`config.mk`:
```
export PLATFORM = sky130hd
export DESIGN_NAME = usc_core
export DESIGN_NICKNAME = d
export VERILOG_FILES = /design/src/hdl/usc_pkg.sv /design/src/hdl/usc_core.sv
export SDC_FILE = /design/constraint.sdc
export NUM_CORES = 1
export LEC_CHECK = 0
export BUFFER_PORTS_ARGS = -buffer_cell sky130_fd_sc_hd__buf_2
export CAP_MARGIN = 20
export CORE_MARGIN = 10
export CORE_UTILIZATION = 60
export DETAILED_ROUTE_END_ITERATION = 12
export PLACE_DENSITY = 0.86
export SYNTH_ARGS = -nofsm -noshare
export SYNTH_HDL_FRONTEND = slang
export SYNTH_SLANG_ARGS = --single-unit
```
`constraint.sdc`:
```
create_clock -name ref_clk_i -period 11 [get_ports ref_clk_i]
set_input_delay 3.3 -clock ref_clk_i [delete_from_list [all_inputs] [get_ports ref_clk_i]]
set_output_delay 3.3 -clock ref_clk_i [all_outputs]
set_load 0.005 [all_outputs]
```
`src/hdl/usc_pkg.sv`:
```
// usc_pkg: register map, field layout, reset values, states and carriers
// of the serial transceiver with handshake, smart-card and infrared modes.
// assumes a 32-bit AHB-Lite slave port with word-aligned registers.
package usc_pkg;

	// register byte offsets
	localparam logic [7:0] USC_CTRL_OFS = 8'h00;
	localparam logic [7:0] USC_MODE_OFS = 8'h04;
	localparam logic [7:0] USC_STAT_OFS = 8'h14;
	localparam logic [7:0] USC_RHR_OFS = 8'h18;
	localparam logic [7:0] USC_THR_OFS = 8'h1C;
	localparam logic [7:0] USC_BRG_OFS = 8'h20;
	localparam logic [7:0] USC_NER_OFS = 8'h44;

	// operating mode codes
	localparam logic [3:0] USC_MODE_NORMAL = 4'h0;
	localparam logic [3:0] USC_MODE_HS = 4'h2;
	localparam logic [3:0] USC_MODE_T0 = 4'h4;
	localparam logic [3:0] USC_MODE_T1 = 4'h5;
	localparam logic [3:0] USC_MODE_IR = 4'h8;

	// mode register fields
	localparam int USC_MR_MODE_LSB = 0;
	localparam int USC_MR_PAR_LSB = 9;
	localparam int USC_MR_TWOSTOP = 12;
	localparam int USC_MR_BIT_ORDER_SELECT = 16;
	localparam int USC_MR_INHIBIT_NACK_BIT = 20;
	localparam int USC_MR_NACK_LIMIT_ENABLE = 21;
	localparam int USC_MR_ITER_LSB = 24;
	localparam logic [2:0] USC_PAR_ODD = 3'h1;

	// control register command bits
	localparam int USC_CR_RXEN = 4;
	localparam int USC_CR_RXDIS = 5;
	localparam int USC_CR_TXEN = 6;
	localparam int USC_CR_TXDIS = 7;
	localparam int USC_CR_RSTSTA = 8;
	localparam int USC_CR_RSTIT = 13;
	localparam int USC_CR_RESET_NACK_CMD = 14;

	// status register bits
	localparam int USC_SR_RECEIVE_READY_FLAG = 0;
	localparam int USC_SR_TXRDY = 1;
	localparam int USC_SR_PARITY_ERROR_FLAG = 7;
	localparam int USC_SR_TXEMPTY = 9;
	localparam int USC_SR_ITER = 10;
	localparam int USC_SR_NACK = 13;
	localparam int USC_SR_CTS = 19;
	localparam int USC_SR_RXEN = 20;
	localparam int USC_SR_TXEN = 21;

	// reset values: bit period 16 clocks, card clock half period 5 clocks
	localparam logic [31:0] USC_MODE_RST = 32'h0000_0000;
	localparam logic [31:0] USC_BRG_RST = 32'h0004_0010;
	localparam logic [2:0] USC_PIN_RST = 3'h7;

	typedef enum logic [2:0] {
		TX_IDLE = 3'b000,
		TX_START = 3'b001,
		TX_DATA = 3'b011,
		TX_PAR = 3'b010,
		TX_STOP = 3'b110,
		TX_GUARD = 3'b111
	} usc_tx_e;

	typedef enum logic [2:0] {
		RX_IDLE = 3'b000,
		RX_START = 3'b001,
		RX_DATA = 3'b011,
		RX_PAR = 3'b010,
		RX_STOP = 3'b110,
		RX_NACK = 3'b111
	} usc_rx_e;

	typedef struct packed {
		logic hsel;
		logic [31:0] haddr;
		logic [1:0] htrans;
		logic hwrite;
		logic [2:0] hsize;
		logic [31:0] hwdata;
		logic hready;
	} usc_ahb_req_s;

	typedef struct packed {
		logic [31:0] hrdata;
		logic hreadyout;
		logic hresp;
	} usc_ahb_rsp_s;

	typedef struct packed {
		logic [31:0] mode;
		logic [31:0] brg;
		logic rx_en;
		logic tx_en;
		logic [7:0] thr;
		logic thr_valid;
		logic [7:0] rhr;
		logic receive_ready_flag;
		logic parity_error_flag;
		logic inhibit_nack_bit_f;
		logic iter_f;
		logic [7:0] nerr;
		logic [2:0] sync1;
		logic [2:0] sync2;
		logic [2:0] sync3;
		logic [2:0] pin_f;
		usc_tx_e tx_st;
		logic [15:0] tx_cnt;
		logic [7:0] tx_byte;
		logic [2:0] tx_bit;
		logic [1:0] tx_gb;
		logic tx_line;
		logic tx_nack;
		logic [2:0] tx_iter;
		usc_rx_e rx_st;
		logic [15:0] rx_cnt;
		logic [7:0] rx_byte;
		logic [2:0] rx_bit;
		logic rx_nack;
		logic rx_oe;
		logic [2:0] nack_cnt;
		logic dph_wr;
		logic [7:0] dph_addr;
		logic [31:0] rdata;
		logic [7:0] sck_cnt;
		logic sck;
		logic txd;
		logic txd_oe;
		logic rts;
		logic ir_tx;
	} usc_state_s;

	localparam usc_state_s USC_STATE_RST = '{
		mode: USC_MODE_RST,
		brg: USC_BRG_RST,
		sync1: USC_PIN_RST,
		sync2: USC_PIN_RST,
		sync3: USC_PIN_RST,
		pin_f: USC_PIN_RST,
		tx_st: TX_IDLE,
		rx_st: RX_IDLE,
		tx_line: 1'b1,
		txd: 1'b1,
		txd_oe: 1'b1,
		default: '0
	};

endpackage

```
`src/hdl/usc_core.sv`:
```
// usc_core: serial transceiver with hardware handshake, smart-card T=0/T=1
// and infrared modes, registers on an AHB-Lite slave.
// assumes one 25 MHz clock; pins cts_i, rxd_i, txd_i are asynchronous.
//
// Our own choices: the address map and register access over AHB-Lite.
`timescale 1ns/100ps

module usc_core
	import usc_pkg::*;
(
	input wire logic ref_clk_i, // 25 MHz clock
	input wire logic rstn_i, // synchronous reset, active low
	input wire usc_ahb_req_s ahb_i, // AHB-Lite request
	output usc_ahb_rsp_s ahb_o, // AHB-Lite response
	input wire logic receive_buffer_full_i, // dma receive buffer full
	input wire logic cts_i, // clear to send pin
	output logic rts_o, // request to send pin
	input wire logic rxd_i, // receive data pin
	input wire logic txd_i, // data pin input (smart-card line)
	output logic txd_o, // data pin output
	output logic txd_oe_o, // data pin output enable
	output logic sck_o, // card clock
	output logic ir_tx_o // infrared modulator pulse
);

	usc_state_s r;
	usc_state_s n;

	function automatic logic par_bit(input logic [7:0] d, input logic odd);
		return (^d) ^ odd;
	endfunction

	function automatic logic [2:0] bit_idx(input logic [2:0] k,
		input logic bit_order_select);
		return bit_order_select ? 3'h7 - k : k;
	endfunction

	always_comb begin : next_state
		logic [3:0] md;
		logic hs, t0, t1, sc, ir;
		logic [2:0] par_f;
		logic par_en, odd, bit_order_select, two_stop;
		logic [2:0] max_iter;
		logic [15:0] div, div_m1, half;
		logic cts, rxin, io;
		logic aph;
		logic [7:0] ofs;
		logic [31:0] stat;
		logic [31:0] wd;
		logic fin, perr, tx_go, tx_drive;
		logic [17:0] prod;
		logic [15:0] pulse, elapsed;
		n = r;
		md = r.mode[USC_MR_MODE_LSB +: 4];
		hs = (md == USC_MODE_HS);
		t0 = (md == USC_MODE_T0);
		t1 = (md == USC_MODE_T1);
		sc = t0 | t1;
		ir = (md == USC_MODE_IR);
		par_f = r.mode[USC_MR_PAR_LSB +: 3];
		par_en = sc | ~par_f[2];
		odd = (par_f == USC_PAR_ODD);
		bit_order_select = r.mode[USC_MR_BIT_ORDER_SELECT];
		two_stop = r.mode[USC_MR_TWOSTOP] & ~t1;
		max_iter = r.mode[USC_MR_ITER_LSB +: 3];
		div = (r.brg[15:0] == 16'h0000) ? 16'h0001 : r.brg[15:0];
		div_m1 = div - 16'h0001;
		half = {1'b0, div[15:1]};
		cts = r.pin_f[2];
		io = r.pin_f[0];
		rxin = sc ? r.pin_f[0] : r.pin_f[1];
		aph = ahb_i.hsel & ahb_i.htrans[1] & ahb_i.hready;
		ofs = ahb_i.haddr[7:0];
		wd = ahb_i.hwdata;
		fin = 1'b0;
		perr = 1'b0;
		tx_go = 1'b0;

		// pin synchronisers: a change counts once stages two and three agree
		for (int i = 0; i < 3; i++) begin
			n.sync1[i] = (i == 2) ? cts_i : ((i == 1) ? rxd_i : txd_i);
			n.sync2[i] = r.sync1[i];
			n.sync3[i] = r.sync2[i];
			if (r.sync2[i] == r.sync3[i]) begin
				n.pin_f[i] = r.sync3[i];
			end
		end

		// status word
		stat = 32'h0000_0000;
		stat[USC_SR_RECEIVE_READY_FLAG] = r.receive_ready_flag;
		stat[USC_SR_TXRDY] = ~r.thr_valid;
		stat[USC_SR_PARITY_ERROR_FLAG] = r.parity_error_flag;
		stat[USC_SR_TXEMPTY] = ~r.thr_valid & (r.tx_st == TX_IDLE);
		stat[USC_SR_ITER] = r.iter_f;
		stat[USC_SR_NACK] = r.inhibit_nack_bit_f;
		stat[USC_SR_CTS] = cts;
		stat[USC_SR_RXEN] = r.rx_en;
		stat[USC_SR_TXEN] = r.tx_en;

		// bus address phase: read data and read side effects
		n.dph_wr = aph & ahb_i.hwrite;
		n.dph_addr = ofs;
		n.rdata = 32'h0000_0000;
		if (aph && !ahb_i.hwrite) begin
			case (ofs)
				USC_MODE_OFS: n.rdata = r.mode;
				USC_STAT_OFS: n.rdata = stat;
				USC_RHR_OFS: begin
					n.rdata = {24'h00_0000, r.rhr};
					n.receive_ready_flag = 1'b0;
				end
				USC_BRG_OFS: n.rdata = {8'h00, r.brg[23:0]};
				USC_NER_OFS: begin
					n.rdata = {24'h00_0000, r.nerr};
					n.nerr = 8'h00;
				end
				default: n.rdata = 32'h0000_0000;
			endcase
		end

		// bus data phase: writes and commands
		if (r.dph_wr) begin
			case (r.dph_addr)
				USC_CTRL_OFS: begin
					if (wd[USC_CR_RXEN]) n.rx_en = 1'b1;
					if (wd[USC_CR_RXDIS]) n.rx_en = 1'b0;
					if (wd[USC_CR_TXEN]) n.tx_en = 1'b1;
					if (wd[USC_CR_TXDIS]) n.tx_en = 1'b0;
					if (wd[USC_CR_RSTSTA]) n.parity_error_flag = 1'b0;
					if (wd[USC_CR_RSTIT]) n.iter_f = 1'b0;
					if (wd[USC_CR_RESET_NACK_CMD]) n.inhibit_nack_bit_f = 1'b0;
				end
				USC_MODE_OFS: n.mode = wd;
				USC_BRG_OFS: n.brg = {8'h00, wd[23:0]};
				default: n.mode = n.mode;
			endcase
		end

		// transmitter
		case (r.tx_st)
			TX_IDLE: begin
				n.tx_line = 1'b1;
				if (r.tx_en && r.thr_valid && !(hs && cts)) begin
					n.tx_byte = r.thr;
					n.thr_valid = 1'b0;
					n.tx_iter = 3'h0;
					tx_go = 1'b1;
				end
			end
			TX_START, TX_DATA, TX_PAR, TX_STOP: begin
				if (r.tx_cnt != 16'h0000) begin
					n.tx_cnt = r.tx_cnt - 16'h0001;
				end else begin
					n.tx_cnt = div_m1;
					case (r.tx_st)
						TX_START: begin
							n.tx_st = TX_DATA;
							n.tx_bit = 3'h0;
							n.tx_line = r.tx_byte[bit_idx(3'h0, bit_order_select)];
						end
						TX_DATA: begin
							if (r.tx_bit != 3'h7) begin
								n.tx_bit = r.tx_bit + 3'h1;
								n.tx_line =
									r.tx_byte[bit_idx(n.tx_bit, bit_order_select)];
							end else if (par_en) begin
								n.tx_st = TX_PAR;
								n.tx_line = par_bit(r.tx_byte, odd);
							end else begin
								n.tx_st = TX_STOP;
								n.tx_line = 1'b1;
								n.tx_gb = {1'b0, two_stop};
							end
						end
						TX_PAR: begin
							n.tx_line = 1'b1;
							n.tx_gb = {1'b0, t0 | two_stop};
							n.tx_nack = 1'b0;
							n.tx_st = t0 ? TX_GUARD : TX_STOP;
						end
						default: begin
							if (r.tx_gb == 2'h0) begin
								n.tx_st = TX_IDLE;
							end else begin
								n.tx_gb = r.tx_gb - 2'h1;
							end
						end
					endcase
				end
			end
			TX_GUARD: begin
				if (r.tx_cnt != 16'h0000) begin
					n.tx_cnt = r.tx_cnt - 16'h0001;
					if (r.tx_cnt == half && r.tx_gb == 2'h1 &&
						!r.tx_nack && !io) begin
						n.tx_nack = 1'b1;
						n.tx_gb = 2'h2;
					end
				end else if (r.tx_gb != 2'h0) begin
					n.tx_cnt = div_m1;
					n.tx_gb = r.tx_gb - 2'h1;
				end else if (r.tx_nack && max_iter != 3'h0 &&
					r.tx_iter != max_iter) begin
					n.tx_iter = r.tx_iter + 3'h1;
					if (n.tx_iter == max_iter) begin
						n.iter_f = 1'b1;
					end
					tx_go = 1'b1;
				end else begin
					n.tx_iter = 3'h0;
					n.tx_st = TX_IDLE;
				end
			end
			default: n.tx_st = TX_IDLE;
		endcase
		if (tx_go) begin
			n.tx_st = TX_START;
			n.tx_line = 1'b0;
			n.tx_cnt = div_m1;
			n.tx_nack = 1'b0;
		end

		// holding register write after the transmitter took the old byte
		if (r.dph_wr && r.dph_addr == USC_THR_OFS) begin
			n.thr = wd[7:0];
			n.thr_valid = 1'b1;
		end

		// receiver
		if (r.rx_st != RX_IDLE && r.rx_cnt != 16'h0000) begin
			n.rx_cnt = r.rx_cnt - 16'h0001;
		end else begin
			case (r.rx_st)
				RX_IDLE: begin
					if (r.rx_en && !rxin) begin
						n.rx_st = RX_START;
						n.rx_cnt = half;
					end
				end
				RX_START: begin
					n.rx_st = rxin ? RX_IDLE : RX_DATA;
					n.rx_cnt = div_m1;
					n.rx_bit = 3'h0;
				end
				RX_DATA: begin
					n.rx_byte[bit_idx(r.rx_bit, bit_order_select)] = rxin;
					n.rx_cnt = div_m1;
					if (r.rx_bit != 3'h7) begin
						n.rx_bit = r.rx_bit + 3'h1;
					end else if (par_en) begin
						n.rx_st = RX_PAR;
					end else begin
						fin = 1'b1;
					end
				end
				RX_PAR: begin
					fin = 1'b1;
					perr = (rxin != par_bit(r.rx_byte, odd));
				end
				RX_STOP: begin
					if (r.rx_nack) begin
						n.rx_st = RX_NACK;
						n.rx_oe = 1'b1;
						n.rx_nack = 1'b0;
						n.rx_cnt = div_m1;
					end else begin
						n.rx_st = RX_IDLE;
					end
				end
				RX_NACK: begin
					n.rx_oe = 1'b0;
					n.rx_st = RX_IDLE;
				end
				default: n.rx_st = RX_IDLE;
			endcase
		end

		// end of character: store, flag, count and nack decisions
		if (fin) begin
			n.rx_st = RX_STOP;
			n.rx_cnt = t0 ? half : div_m1;
			if (!perr) begin
				n.rhr = n.rx_byte;
				n.receive_ready_flag = 1'b1;
				n.nack_cnt = 3'h0;
			end else begin
				if (n.nerr != 8'hFF) begin
					n.nerr = n.nerr + 8'h01;
				end
				if (!t0) begin
					n.parity_error_flag = 1'b1;
					n.rhr = n.rx_byte;
					n.receive_ready_flag = 1'b1;
				end else if (r.mode[USC_MR_INHIBIT_NACK_BIT]) begin
					n.inhibit_nack_bit_f = 1'b1;
					n.rhr = n.rx_byte;
				end else if (r.mode[USC_MR_NACK_LIMIT_ENABLE] &&
					r.nack_cnt == max_iter) begin
					n.rhr = n.rx_byte;
					n.receive_ready_flag = 1'b1;
					n.iter_f = 1'b1;
					n.nack_cnt = 3'h0;
				end else begin
					n.parity_error_flag = 1'b1;
					n.rx_nack = 1'b1;
					if (r.nack_cnt != 3'h7) begin
						n.nack_cnt = r.nack_cnt + 3'h1;
					end
				end
			end
		end

		// card clock from the divider
		if (sc) begin
			if (r.sck_cnt == 8'h00) begin
				n.sck = ~r.sck;
				n.sck_cnt = r.brg[23:16];
			end else begin
				n.sck_cnt = r.sck_cnt - 8'h01;
			end
		end else begin
			n.sck = 1'b0;
			n.sck_cnt = 8'h00;
		end

		// pin drivers
		tx_drive = (n.tx_st != TX_IDLE) && (n.tx_st != TX_GUARD);
		n.txd = (sc && n.rx_oe) ? 1'b0 : n.tx_line;
		n.txd_oe = sc ? (tx_drive | n.rx_oe) : 1'b1;
		n.rts = hs & ~r.rx_en & receive_buffer_full_i;

		// infrared modulator: pulse for 3/16 of each zero bit
		prod = {2'b00, div} * 18'h00003;
		pulse = {2'b00, prod[17:4]};
		elapsed = div_m1 - n.tx_cnt;
		n.ir_tx = ir && (n.tx_st != TX_IDLE) && !n.tx_line &&
			(elapsed < pulse);
	end

	always_ff @(posedge ref_clk_i) begin
		if (!rstn_i) begin
			r <= USC_STATE_RST;
		end else begin
			r <= n;
		end
	end

	assign ahb_o.hrdata = r.rdata;
	assign ahb_o.hreadyout = 1'b1;
	assign ahb_o.hresp = 1'b0;
	assign rts_o = r.rts;
	assign txd_o = r.txd;
	assign txd_oe_o = r.txd_oe;
	assign sck_o = r.sck;
	assign ir_tx_o = r.ir_tx;

endmodule // usc_core

```
# Word level (Yosys, flattened, before mapping)
# Cells that the tools add are included.
# W data, S select, Z words.
classes:
  mux: 129
  magnitude_cmp: 5
  eq_ne: 66
  multipliers: 1
  n_addsub: 13
  n_bitwise: 22
  n_reduce_logical: 70
op_table:
  columns: ["operator", "n"]
  rows:
  - ["$pmux W32 S5", 1]
  - ["$mux W16", 7]
  - ["$mux W3", 27]
  - ["$mux W19", 3]
  - ["$mux W1", 48]
  - ["$mux W8", 6]
  - ["$pmux W16 S3", 1]
  - ["$sub A16 B1 Y16 const B", 3]
  - ["$ne A3 B3 Y1 const B", 11]
  - ["$ne A2 B2 Y1 const B", 16]
  - ["$pmux W16 S2", 1]
  - ["$reduce_bool A16 Y1", 2]
  - ["$eq A8 B5 Y1 const B", 3]
  - ["$mux W2", 10]
  - ["$logic_and A1 B1 Y1", 19]
  - ["$mul A16 B2 Y18 const B", 1]
  - ["$mux W9", 2]
  - ["$pmux W3 S2", 3]
  - ["$pmux W3 S3", 2]
  - ["$reduce_bool A2 Y1", 9]
  - ["$eq A16 B15 Y1", 1]
  - ["$eq A8 B3 Y1 const B", 2]
  - ["$eq A8 B6 Y1 const B", 2]
  - ["$logic_not A16 Y1", 1]
  - ["57 further kinds", 125]
word_totals:
  register_bits: 225
  out_inout_bits: 39
  input_bits: 78
  elab_cells: 349

# Logic depth before layout (Yosys ltp)
depth:
  depth_word: 14
  ltp_mapped: 31
  depth_no_buf: 28

# Least setup slack after synthesis
# No wires, ideal clock.
synth_path:
  path_type: "reg-to-reg"
  startpoint: "register r[176] (netlist name)"
  endpoint: "register r (netlist bit ir_tx_o)"
  path_stages_with_launch: 31
  period_less_slack_ns: 6.137
  n_path_buf: 3
  setup_ns: 0.091
  t_required_ns: 10.909
  t_arrival_ns: 6.046
  setup_slack_ns: 4.863
  cell_sequence: "dfxtp_1 clkbuf_1 inv_1 ha_1 nand4_1 or4_1 clkbuf_1 clkbuf_1 nand2_1 ha_1 inv_1 o22ai_1 o31ai_1 xor2_1 a21oi_1 a211oi_1 a221oi_1 ha_1 a21boi_0 o31ai_1 o21a_1 o31ai_1 nor2_1 xnor2_1 ha_1 a2111oi_0 nand4_1 a221oi_1 o21ai_0 or4_1 a311oi_1"
synth_via:
  elab_chain_len: 10
  word_cells_on_any_way: 12
  classes_between: "add/sub: 2; mul: 1; order compare: 1; mux: 6; reduce/logical: 2"
synth_lines:
  columns: ["item", "line_no", "text"]
  rows:
  - ["from (decl)", "usc_core.sv:26", "usc_state_s r;"]
  - ["from (signal assigned)", "usc_core.sv:345", "r <= n;"]
  - ["$logic_not A16 Y1", "usc_core.sv:66", "div = (r.brg[15:0] == 16'h0000) ? 16'h0001 : r.brg[15:0];"]
  - ["$mux W16 (*)", "usc_core.sv:66", null]
  - ["$sub A16 B1 Y16", "usc_core.sv:67", "div_m1 = div - 16'h0001;"]
  - ["$mux W16", "usc_core.sv:200", "end else if (r.tx_gb != 2'h0) begin"]
  - ["$mux W16", "usc_core.sv:193", "if (r.tx_cnt != 16'h0000) begin"]
  - ["$pmux W16 S2", "usc_core.sv:141", "case (r.tx_st)"]
  - ["$mux W19", "usc_core.sv:217", "if (tx_go) begin"]
  - ["$sub A16 B16 Y16", "usc_core.sv:336", "elapsed = div_m1 - n.tx_cnt;"]
  - ["$lt A16 B14 Y1 (*)", "usc_core.sv:338", "(elapsed < pulse);"]
  - ["$logic_and A1 B1 Y1 (*)", "usc_core.sv:337", "n.ir_tx = ir && (n.tx_st != TX_IDLE) && !n.tx_line &&"]
# Mark *: on every way between the ends. The rest lies on a longest branch, timed or not.
# A chain may end at the register's enable or synchronous reset.

# Final worst setup path
# Same ends and word-level chain as after synthesis.

==> results.sh <==
export IMPL_dp_hpwl_microns=28900
export IMPL_cts_tree="built"
export IMPL_netlist_cell_type_count=85
export IMPL_reg2reg_setup_slack_ns=3.28
export IMPL_yosysSeqAreaShare=0.330
export IMPL_dp_cells=2009
export IMPL_cts_sinks=225
export IMPL_finClkSkew_ns=0.0189
export IMPL_grt_overflow_total=0
export IMPL_preCtsSetupSlack_ns=3.48
export IMPL_setup_tns_ns=0
export IMPL_drt_antenna_violating_nets=0
export IMPL_maxCapViolCount=0
export IMPL_p_leak_nw=5.84
export IMPL_antenna_found_initial=1
export IMPL_arrival_ns=8.14
export IMPL_grt_start_max_net_pins=77
export IMPL_die_x_microns=171
export IMPL_gr_usage_met1=0.346
export IMPL_combPwrFrac=0.145
export IMPL_chipHeight_microns=171
export IMPL_gr_usage_met3=0.0613
export IMPL_core_sq_um=22500
export IMPL_grt_pass1_vias=11900
export IMPL_finalHoldViolCount=0
export IMPL_crit_path_max_fanout=24
export IMPL_areaGrowthSynthToFinish_pct=7.88
export IMPL_r2r_start="r[176]"
export IMPL_dr_pass1_iters=6
export IMPL_regToRegEndpoint="ir_tx_o"
export IMPL_grt_pass1_wl_microns=62600
export IMPL_layout_drive_gt1_share=0.0985
export IMPL_rsz0062_at_grt="false"
export IMPL_synth_area_top_cells="dfxtp_1 (33%), ha_1 (7.4%), nand2_1 (6.7%)"
export IMPL_gp_congestion=0.975
export IMPL_synth_common_cells="nand2_1 (244), dfxtp_1 (225), nor2_1 (167)"
export IMPL_fmax_mhz=130
export IMPL_via_per_inst=6.38
export IMPL_hold_buffers=0
export IMPL_synth_top_area_share=0.330
export IMPL_rows=55
export IMPL_synth_edf_count=0
export IMPL_nFillCells=1859
export IMPL_wl_per_cell_microns=19.6
export IMPL_hold_depth=1
export IMPL_met2_usage=0.414
export IMPL_finalSetupViolations=0
export IMPL_wl_microns=40300
export IMPL_syn_area_per_cell_sq_um=7.82
export IMPL_crit_type="flip-flop to flip-flop"
export IMPL_top_usage_layer="met2"
export IMPL_fin_nets=1911
export IMPL_power_per_cell_area_nw_per_um2=128
export IMPL_holdCritStartpoint="n[132]"
export IMPL_cp_required_ns=11.41
export IMPL_holdWs_ns=0.407
export IMPL_period_share=0.702
export IMPL_synth_seq_cells=225
export IMPL_r2r_cells=26
export IMPL_endpoint_kind="flip-flop"
export IMPL_drc=0
export IMPL_sequentialPowerShare=0.448
export IMPL_p_int_mw=1.36
export IMPL_clk_pin_slew_ns=0.06
export IMPL_netlist_area_sq_um=13700
export IMPL_stdcell_count=2053
export IMPL_hold_end="n[129]"
export IMPL_htreeDepth=1
export IMPL_cts_setup_buffers=0
export IMPL_clock_latency_ns=0.53
export IMPL_async_flop_share=0
export IMPL_min_path_type="flip-flop to flip-flop"
export IMPL_clockRootBuffer="clkbuf_16"
export IMPL_fin_crit_ns=7.72
export IMPL_fin_ws_ns=3.28
export IMPL_drt_iter0_drc=1818
export IMPL_yosys_warnings=0
export IMPL_synth_nets=1907
export IMPL_io_pins=117
export IMPL_slew_violations=0
export IMPL_die_area_sq_um=29200
export IMPL_cp_start_kind="flip-flop"
export IMPL_status="complete, no violations"
export IMPL_yosysMostFrequentCell="nand2_1"
export IMPL_slew_headroom=0.230
export IMPL_grtUsageTotal=0.263
export IMPL_power_switching_share=0.282
export IMPL_synth_top_area_cell="dfxtp_1"
export IMPL_p_switching_uw=533
export IMPL_yosys_most_used_dff="dfxtp_1"
export IMPL_ctsResizeCount=0
export IMPL_clk_path_buf_depth=3
export IMPL_worst_pin_slew_ns=1.15
export IMPL_irDropWorstVdd_mv=0.143
export IMPL_route_vias_total=13100
export IMPL_io_buffer_count=86
export IMPL_clockPowerShare=0.407
export IMPL_synthCells=1747
export IMPL_initial_core_util=0.607
export IMPL_numCtsBuffers=24
-- stage by stage --
stage / area, sq um / util / power, mW
global placement: 14000 / 0.621 / 1.12
finish: 14700 / 0.655 / 1.89
detailed placement: 14000 / 0.621 / 1.13
floorplan: 13700 / - / 1.06
CTS: 14700 / 0.654 / 1.89
global route: 14700 / 0.655 / 1.96
-- worst max-delay path by stage --
stage	startpoint	end	slack, ns	cells past startpoint
after detailed placement	r[176]	ir_tx_o	3.48	26
after floorplan	r[176]	ir_tx_o	4.86	30
after CTS	r[176]	ir_tx_o	3.42	26
final	r[176]	ir_tx_o	3.28	26
after global placement	r[176]	ir_tx_o	3.65	26
after global routing	r[176]	ir_tx_o	2.76	26
-- worst max-delay path, stage by stage, from the launching register on --
cell	delay, ns
dfxtp_1	0.41
inv_1	0.12
ha_1	0.28
nand4_1	0.15
or4_1	0.79
nand2_1	0.38
ha_1	0.24
nand3b_1	0.09
a31oi_1	0.25
nor2_1	0.09
xnor2_1	0.52
a21o_1	0.19
a21oi_1	0.06
a2bb2oi_1	0.18
ha_1	0.27
or3_1	0.41
o21ai_0	0.44
a21boi_1	0.16
o41ai_1	0.57
xnor2_1	0.15
ha_1	0.23
a2111oi_0	0.39
nand4_1	0.14
a221oi_1	0.21
o21ai_0	0.12
or4_1	0.42
a311oi_1	0.31
-- routing by layer --
layer	wire (microns)	part of all wire	vias up
li1	-	-	6153
met1	16300	0.40	6058
met2	17800	0.44	765
met3	4870	0.12	118
met4	1400	0.035	0
met5	0	0	-
-- cells by family (layout without fill, tap and decap cells) --
kind of cell	after synthesis	in the layout	synth area share
other cells	2	3	0.000550
buf+inv	187	207	0.0622
fa+ha+maj	82	82	0.0757
simple gates	688	688	0.244
flops	225	225	0.330
xor+xnor	78	78	0.0520
mux	39	39	0.0289
compound gates	446	446	0.206
-- cells in the final DEF, fill, tap and decap left out, types with 26 or more instances in the layout --
| cell type | count |
|---|---|
| mux2i_1 | 38 |
| ha_1 | 81 |
| inv_1 | 61 |
| nand2_1 | 244 |
| nor2_1 | 166 |
| nand3_1 | 43 |
| dfxtp_1 | 225 |
| buf_2 | 86 |
| nor3_1 | 38 |
| nor2b_1 | 26 |
| a21oi_1 | 153 |
| and2_1 | 34 |
| o21ai_0 | 85 |
| xnor2_1 | 52 |
| a22oi_1 | 31 |
-- power groups by stage --
stage / clock network, mW / logic, mW / registers (mW)
2_1_floorplan: 0 / 0.202 / 0.858
3_3_place_gp: 0 / 0.259 / 0.863
3_5_place_dp: 0 / 0.264 / 0.864
4_1_cts: 0.777 / 0.267 / 0.846
5_1_grt: 0.809 / 0.300 / 0.849
6_report: 0.770 / 0.273 / 0.847
-- final cells by class --
type	instances	area, sq um	share of cell area
Sequential cell	225	4500	0.306
Antenna cell	1	2.50	0.000170
Timing Repair Buffer	103	566	0.0384
Clock buffer	32	671	0.0455
Clock inverter	10	72.6	0.00493
Tap cell	285	357	0.0242
Multi-Input combinational cell	1335	8330	0.565
Inverter	62	235	0.0160
-- registers in the layout (all words and copies together), names as in the netlist --
signal	cells
txd_o	1
next_state.md	4
next_state.bit_order_select	1
r	163
rts_o	1
next_state.stat	6
ir_tx_o	1
sck_o	1
n	6
ahb_o	32
txd_oe_o	1
next_state.max_iter	3
next_state.cts	1
next_state.io	1
next_state.par_f	3
Note: power is estimated with default switching activity, not from simulation.
